<file path="config.mk">
export PLATFORM = sky130hd
export DESIGN_NAME = dss_status_word
export DESIGN_NICKNAME = d
export VERILOG_FILES = /design/src/logic/dss_pkg.sv /design/src/logic/dss_status_word.sv
export SDC_FILE = /design/constraint.sdc
export NUM_CORES = 1
export LEC_CHECK = 0
export BUFFER_PORTS_ARGS = -buffer_cell sky130_fd_sc_hd__clkbuf_2
export CAP_MARGIN = 20
export CORE_UTILIZATION = 30
export DETAILED_ROUTE_END_ITERATION = 10
export PLACE_DENSITY_LB_ADDON = 0.08
export REMOVE_ABC_BUFFERS = 1
export SLEW_MARGIN = 30
export SYNTH_ARGS = -nofsm -noshare
export SYNTH_HDL_FRONTEND = slang
export SYNTH_SLANG_ARGS = --single-unit
</file>
<file path="constraint.sdc">
create_clock -name core_clk -period 2.2 [get_ports core_clk]
set_input_delay 0.22 -clock core_clk [delete_from_list [all_inputs] [get_ports core_clk]]
set_output_delay 0.22 -clock core_clk [all_outputs]
set_load 0.01 [all_outputs]
</file>
<file path="src/logic/dss_pkg.sv">
// constants and types for the drive state status word block
package dss_pkg;
	typedef enum logic [2:0] {
		DSS_NOT_READY,
		DSS_SWITCH_ON_DISABLED,
		DSS_READY_TO_SWITCH_ON,
		DSS_SWITCHED_ON,
		DSS_OPERATION_ENABLED,
		DSS_QUICK_STOP,
		DSS_FAULT_REACTION,
		DSS_FAULT
	} dss_state_t;

	localparam int DSS_CLK_HZ = 25_000_000;
	localparam int DSS_BLINK_HALF_MS = 500;
	localparam int DSS_BLINK_HALF_CYCLES = DSS_CLK_HZ / 1000 * DSS_BLINK_HALF_MS;
	localparam int DSS_BLINK_W = 24;

	// byte addresses of the software registers
	localparam logic [4:0] DSS_ADDR_STATE_WORD = 5'h00;
	localparam logic [4:0] DSS_ADDR_CTRL = 5'h04;
	localparam logic [4:0] DSS_ADDR_IRQ_STATUS = 5'h08;
	localparam logic [4:0] DSS_ADDR_IRQ_CLEAR = 5'h0c;
	localparam logic [4:0] DSS_ADDR_IRQ_ENABLE = 5'h10;
	localparam logic [4:0] DSS_ADDR_MODE_VIEW = 5'h14;

	// status word field positions
	localparam int DSS_SW_FAULT = 3;
	localparam int DSS_SW_SUPPLY = 4;
	localparam int DSS_SW_QSTOP = 5;
	localparam int DSS_SW_SOD = 6;
	localparam int DSS_SW_WARN = 7;

	// interrupt event bits
	localparam int DSS_IRQ_STATE = 0;
	localparam int DSS_IRQ_FAULT = 1;
	localparam int DSS_IRQ_WARN = 2;
	localparam int DSS_IRQ_SUPPLY = 3;
	localparam int DSS_IRQ_W = 4;

	localparam logic DSS_CTRL_OPT_RST = 1'b0;
	localparam logic [3:0] DSS_IRQ_EN_RST = 4'h0;
	localparam logic [15:0] DSS_WORD_RST = 16'h0000;

	typedef struct packed {
		logic ack;
		logic [31:0] rdata;
		logic [15:0] word;
		logic drv_en;
		logic op_en;
		logic sup_meta;
		logic sup_sync;
		logic ctrl_opt;
		logic [DSS_IRQ_W-1:0] irq_st;
		logic [DSS_IRQ_W-1:0] irq_en;
		dss_state_t prev_state;
		logic prev_fault;
		logic prev_warn;
		logic [DSS_BLINK_W-1:0] blink_cnt;
		logic blink;
	} dss_regs_t;
endpackage : dss_pkg

</file>
<file path="src/logic/dss_status_word.sv">
// status word encoder, LED driver and register slave for the drive power state machine
`timescale 1ns/1ps
module dss_status_word
	import dss_pkg::*;
#(
	parameter int BLINK_HALF_CYCLES = DSS_BLINK_HALF_CYCLES
) (
	input wire logic core_clk,
	input wire logic sys_rst,
	input wire logic [4:0] avs_address,
	input wire logic avs_read,
	input wire logic avs_write,
	input wire logic [31:0] avs_writedata,
	input wire logic [3:0] avs_byteenable,
	output logic [31:0] avs_readdata,
	output logic avs_waitrequest,
	input wire dss_state_t drv_state,
	input wire logic latched_fault_flag,
	input wire logic live_warning_flag,
	input wire logic fault_class_err,
	input wire logic warn_class_err,
	input wire logic power_stage_supply,
	input wire logic [7:0] active_op_mode_view,
	input wire logic [7:0] mode_status_bits,
	output logic [15:0] drive_state_word,
	output logic drive_enable,
	output logic operation_enable,
	output logic status_led_a_green,
	output logic status_led_a_red,
	output logic status_led_b_green,
	output logic status_led_b_red,
	output logic irq
);
	dss_regs_t s_ff;
	dss_regs_t nxt_s;

	function automatic logic [7:0] low_byte(input dss_state_t st, input logic flt,
			input logic sup, input logic warn);
		logic [7:0] b;
		b = 8'h00;
		case (st)
			DSS_NOT_READY: b[3:0] = 4'h0;
			DSS_SWITCH_ON_DISABLED: begin
				b[DSS_SW_SOD] = 1'b1;
				b[3:0] = 4'h0;
			end
			DSS_READY_TO_SWITCH_ON: begin
				b[DSS_SW_QSTOP] = 1'b1;
				b[3:0] = 4'h1;
			end
			DSS_SWITCHED_ON: begin
				b[DSS_SW_QSTOP] = 1'b1;
				b[3:0] = 4'h3;
			end
			DSS_OPERATION_ENABLED: begin
				b[DSS_SW_QSTOP] = 1'b1;
				b[3:0] = 4'h7;
			end
			DSS_QUICK_STOP: b[3:0] = 4'h7;
			DSS_FAULT_REACTION: b[3:0] = 4'hf;
			DSS_FAULT: b[3:0] = 4'h8;
			default: b[3:0] = 4'h0;
		endcase
		// don't-care positions simply read as zero
		b[DSS_SW_FAULT] = b[DSS_SW_FAULT] | flt;
		b[DSS_SW_SUPPLY] = sup;
		b[DSS_SW_WARN] = warn;
		return b;
	endfunction : low_byte

	logic req;
	logic wr_hit;
	logic [7:0] cur_low;
	logic [DSS_IRQ_W-1:0] events;
	logic [DSS_IRQ_W-1:0] clr_mask;
	logic blink_tick;

	always_comb begin
		nxt_s = s_ff;
		req = avs_read | avs_write;
		// write lands at the edge where waitrequest is seen low
		wr_hit = avs_write & s_ff.ack & avs_byteenable[0];
		cur_low = low_byte(drv_state, latched_fault_flag, s_ff.sup_sync, live_warning_flag);

		// pin-level supply sense crosses in through two flops
		nxt_s.sup_meta = power_stage_supply;
		nxt_s.sup_sync = s_ff.sup_meta;

		// upper byte carried from the mode logic unchanged
		nxt_s.word = {mode_status_bits, cur_low};

		case (drv_state)
			DSS_SWITCHED_ON: nxt_s.drv_en = s_ff.ctrl_opt;
			DSS_OPERATION_ENABLED: nxt_s.drv_en = 1'b1;
			DSS_QUICK_STOP: nxt_s.drv_en = 1'b1;
			// hold whatever was in force when the fault hit
			DSS_FAULT_REACTION: nxt_s.drv_en = s_ff.drv_en;
			DSS_FAULT: nxt_s.drv_en = 1'b0;
			default: nxt_s.drv_en = 1'b0;
		endcase
		nxt_s.op_en = (drv_state == DSS_OPERATION_ENABLED);

		// symmetric blink from a prescaled enable pulse
		blink_tick = (s_ff.blink_cnt == DSS_BLINK_W'(BLINK_HALF_CYCLES - 1));
		if (blink_tick) begin
			nxt_s.blink_cnt = '0;
			nxt_s.blink = ~s_ff.blink;
		end else begin
			nxt_s.blink_cnt = s_ff.blink_cnt + DSS_BLINK_W'(1);
		end

		nxt_s.prev_state = drv_state;
		nxt_s.prev_fault = latched_fault_flag;
		nxt_s.prev_warn = live_warning_flag;
		events = '0;
		events[DSS_IRQ_STATE] = (drv_state != s_ff.prev_state);
		events[DSS_IRQ_FAULT] = latched_fault_flag & ~s_ff.prev_fault;
		events[DSS_IRQ_WARN] = live_warning_flag & ~s_ff.prev_warn;
		// word bit 4 is sup_sync one cycle late, so the first flop stays private
		events[DSS_IRQ_SUPPLY] = (s_ff.sup_sync != s_ff.word[DSS_SW_SUPPLY]);

		// one wait cycle per access; answer registered in the wait cycle
		nxt_s.ack = req & ~s_ff.ack;
		clr_mask = '0;
		if (wr_hit) begin
			case (avs_address)
				DSS_ADDR_CTRL: nxt_s.ctrl_opt = avs_writedata[0];
				DSS_ADDR_IRQ_CLEAR: clr_mask = avs_writedata[DSS_IRQ_W-1:0];
				DSS_ADDR_IRQ_ENABLE: nxt_s.irq_en = avs_writedata[DSS_IRQ_W-1:0];
				default: ;
			endcase
		end
		// a new event beats a simultaneous clear
		nxt_s.irq_st = (s_ff.irq_st & ~clr_mask) | events;

		if (avs_read & ~s_ff.ack) begin
			case (avs_address)
				// software decodes the state from this word alone
				DSS_ADDR_STATE_WORD: nxt_s.rdata = {16'h0000, s_ff.word};
				DSS_ADDR_CTRL: nxt_s.rdata = {31'h00000000, s_ff.ctrl_opt};
				DSS_ADDR_IRQ_STATUS: nxt_s.rdata = {28'h0000000, s_ff.irq_st};
				DSS_ADDR_IRQ_ENABLE: nxt_s.rdata = {28'h0000000, s_ff.irq_en};
				DSS_ADDR_MODE_VIEW: nxt_s.rdata = {24'h000000, active_op_mode_view};
				default: nxt_s.rdata = 32'h00000000;
			endcase
		end
	end

	always_ff @(posedge core_clk) begin
		if (sys_rst) begin
			s_ff <= '{ack: 1'b0, rdata: 32'h00000000, word: DSS_WORD_RST, drv_en: 1'b0,
				op_en: 1'b0, sup_meta: 1'b0, sup_sync: 1'b0, ctrl_opt: DSS_CTRL_OPT_RST,
				irq_st: 4'h0, irq_en: DSS_IRQ_EN_RST, prev_state: DSS_NOT_READY,
				prev_fault: 1'b0, prev_warn: 1'b0, blink_cnt: 24'h000000, blink: 1'b0};
		end else begin
			s_ff <= nxt_s;
		end
	end

	assign avs_waitrequest = (avs_read | avs_write) & ~s_ff.ack;
	assign avs_readdata = s_ff.rdata;
	assign drive_state_word = s_ff.word;
	assign drive_enable = s_ff.drv_en;
	assign operation_enable = s_ff.op_en;
	assign irq = |(s_ff.irq_st & s_ff.irq_en);

	// orange is red plus green; a fault overrides any warning
	always_comb begin
		if (fault_class_err) begin
			status_led_a_red = 1'b1;
			status_led_a_green = 1'b0;
			status_led_b_red = 1'b1;
			status_led_b_green = 1'b0;
		end else if (warn_class_err) begin
			status_led_a_red = 1'b1;
			status_led_a_green = 1'b1;
			status_led_b_red = 1'b1;
			status_led_b_green = 1'b1;
		end else begin
			status_led_a_red = 1'b0;
			status_led_a_green = 1'b1;
			status_led_b_red = 1'b0;
			status_led_b_green = s_ff.drv_en | s_ff.blink;
		end
	end
endmodule : dss_status_word

</file>
==> results.py <==
metrics = {
    "run_status": {
        "status": "finished, final reports clean",
    },
    "power_and_ir_drop": {
        "p_int_mw": 2.71,
        "p_leak_nw": 1.65,
        "powerDensity_nw_per_um2": 833,
        "peakVddDrop_mv": 0.400,
        "seq_power_share": 0.414,
        "combinationalPowerShare": 0.065,
        "switchingPower_mw": 0.718,
        "power_mw": 3.43,
        "pwr-share-clk": 0.521,
        "sw_frac_of_total": 0.209,
    },
    "run": {
        "maxCapViolCount": 0,
    },
    "placed_design": {
        "io_buffers": 77,
        "post-place-ws_ps": 165,
        "gp_congestion": 0.775,
        "dp_hpwl_mm": 5.81,
    },
    "detailed_routing": {
        "vias": 2828,
        "drt_iter0_drc": 125,
        "drt-pass1-iter-count": 4,
        "routedWlPerCell_um": 13.1,
        "drc_errors": 0,
        "via_per_inst": 4.70,
        "drtAntennaViolNets": 0,
        "routed_wl_mm": 7.90,
    },
    "cts": {
        "post_cts_resize_count": 0,
        "cts_tree": "built",
        "cts.path.max_buffers": 2,
        "worstSkewPairLatency_ps": 330,
        "cts_setup_buffers": 0,
        "cts_buffers": 9,
        "cts-root-buf": "clkbuf_16",
        "hold_buffers": 0,
        "clk_pin_slew_worst_paths_ps": 60,
        "cts_sinks": 75,
        "htree_levels": 3,
    },
    "sta": {
        "hold_viol": 0,
        "max_clock_freq_ghz": 0.487,
        "fin_crit_sh": 0.934,
        "max-slew-margin-rel": 0.536,
        "finalSetupViolCount": 0,
        "layout_setup_ws_ps": 145,
        "skew_ps": 6.47,
        "slew_violations": 0,
        "period_needed_ps": 2050,
        "rsz0062_at_grt": "no",
        "worst-slew-pin-transition_ps": 697,
    },
    "die": {
        "die_w_um": 110,
        "initial_core_util": 0.307,
        "die_area_um2": 12100,
        "die-height_um": 110,
        "num_rows": 39,
        "core-area_um2": 11400,
        "io_pins": 125,
    },
    "worst_hold_path": {
        "hp-class": "in -> reg",
    },
    "synthesis": {
        "ys_ff_latch": 75,
        "synthArstFlopShare": 0,
        "yosysTopAreaCell": "dfxtp_1",
        "yosys_warnings": 0,
        "synthCells": 409,
        "syn_area_um2": 3490,
        "synth_edf_count": 0,
        "yosys.area.top_type_share": 0.430,
        "seq_area_frac_synth": 0.430,
        "yosys-top-cells-area": "dfxtp_1 43%, buf_4 11%, nand3_1 4.3%",
        "syn_area_per_cell_um2": 8.53,
        "synth_cell_types": 40,
        "synthFlopType": "dfxtp_1",
    },
    "worst_setup_path": {
        "crit_required_ps": 2470,
        "crit_chain": "nand4_4, or4_1, or4_1, a21oi_1",
        "path_delay_family": "simple AND/OR/NAND/NOR gates",
        "path_buf_inv": 0,
        "crit_arrival_ps": 2320,
        "start_kind": "register",
        "cp_max_fo": 9,
        "criticalPathCategory": "reg -> reg",
        "slowest_stage": "or4_1",
        "end_kind": "register",
        "cpMostUsedCell": "or4_1",
        "max_stage_delay_ps": 740,
    },
    "global_routing": {
        "grt_pass1_wl_mm": 12.7,
        "grt_max_degree": 41,
        "overflow": 0,
        "track_usage": 0.140,
        "grt_pass1_vias": 2595,
        "antenna_found_initial": 0,
    },
    "layout": {
        "syn_to_final_growth_pct": 18.0,
        "final.fill_count": 1170,
        "drive_gt1_frac": 0.231,
        "diodes": 0,
        "mostFrequentLayoutCells": "77 x clkbuf_2, 75 x dfxtp_1, 30 x nor2_1, 30 x nand3_1, 29 x a21oi_1",
        "nets": 524,
        "multi_input_comb_area_um2": 1550,
        "final_common_cell": "clkbuf_2",
        "fin_util": 0.362,
        "area.sequential_um2": 1500,
    },
}
area by class of cell:
type	count	area share
Clock buffer	10	0.0556
Clock inverter	6	0.0334
Inverter	13	0.0119
Multi-Input combinational cell	267	0.377
Sequential cell	75	0.365
Tap cell	143	0.0435
Timing Repair Buffer	88	0.114
through the flow:
step,TNS (ps),area [um2],hold slack [ps],instances
final,0,4120,98.0,602
after global routing,0,4120,87.3,602
after CTS,0,4120,81.8,602
after detailed placement,0,3750,435,586
after global placement,0,3750,423,586
after floorplan,-9750,3090,289,355
power by group through the flow:
stage	sequential, mW	combinational, mW	clock, mW
floorplan	1.45	0.0942	0
global placement	1.45	0.225	0
detailed placement	1.45	0.226	0
CTS	1.42	0.227	1.84
global route	1.42	0.254	1.91
finish	1.42	0.224	1.79
registers in the layout, summed over array words and instances, names as in the netlist:
name              flops
avs_readdata         16
cur_low               1
drive_enable          1
drive_state_word     16
nxt_s                 1
operation_enable      1
s_ff                 39
layer usage:
metal / vias up / global-route usage / part of all wire
met3: 12 / 0.0409 / 0.056
met1: 1311 / 0.188 / 0.50
li1: 1429 / - / -
met4: 0 / 0.0581 / 0.018
met2: 76 / 0.208 / 0.43
met5: - / 0 / 0
final timing paths:
path                                      to  slack (ps)  cells past startpoint            startpoint
min          drive_state_word[10]$_SDFF_PP0_         100                      2   mode_status_bits[2]
max                      s_ff[24]$_SDFF_PP0_         150                      4    s_ff[6]$_SDFF_PP0_
max reg2reg              s_ff[24]$_SDFF_PP0_         150                      4    s_ff[6]$_SDFF_PP0_
min reg2reg            cur_low[4]$_SDFF_PP0_         440                      1  nxt_s[39]$_SDFF_PP0_
synth_stat cells, types with 13 or more instances:
cell type	n
nand2_1	23
buf_4	49
clkbuf_1	13
a21oi_1	29
xnor2_1	16
nor2_1	30
nand3_1	30
dfxtp_1	75
o21ai_0	18
nor2b_1	17
inv_1	13
kinds of logic (layout without fill, tap and decap cells):
family,count (synthesis),after routing,synth area share
xor gates and xnor gates,19,19,0.0477
muxes,8,8,0.0230
AOI/OAI and AO/OA,64,64,0.104
buffers and inverters,82,117,0.145
other,1,16,0.00108
DFF,75,75,0.430
adders and majority gates,1,1,0.00359
and+or+nand+nor,159,159,0.245
Note: power is estimated with default switching activity, not from simulation.
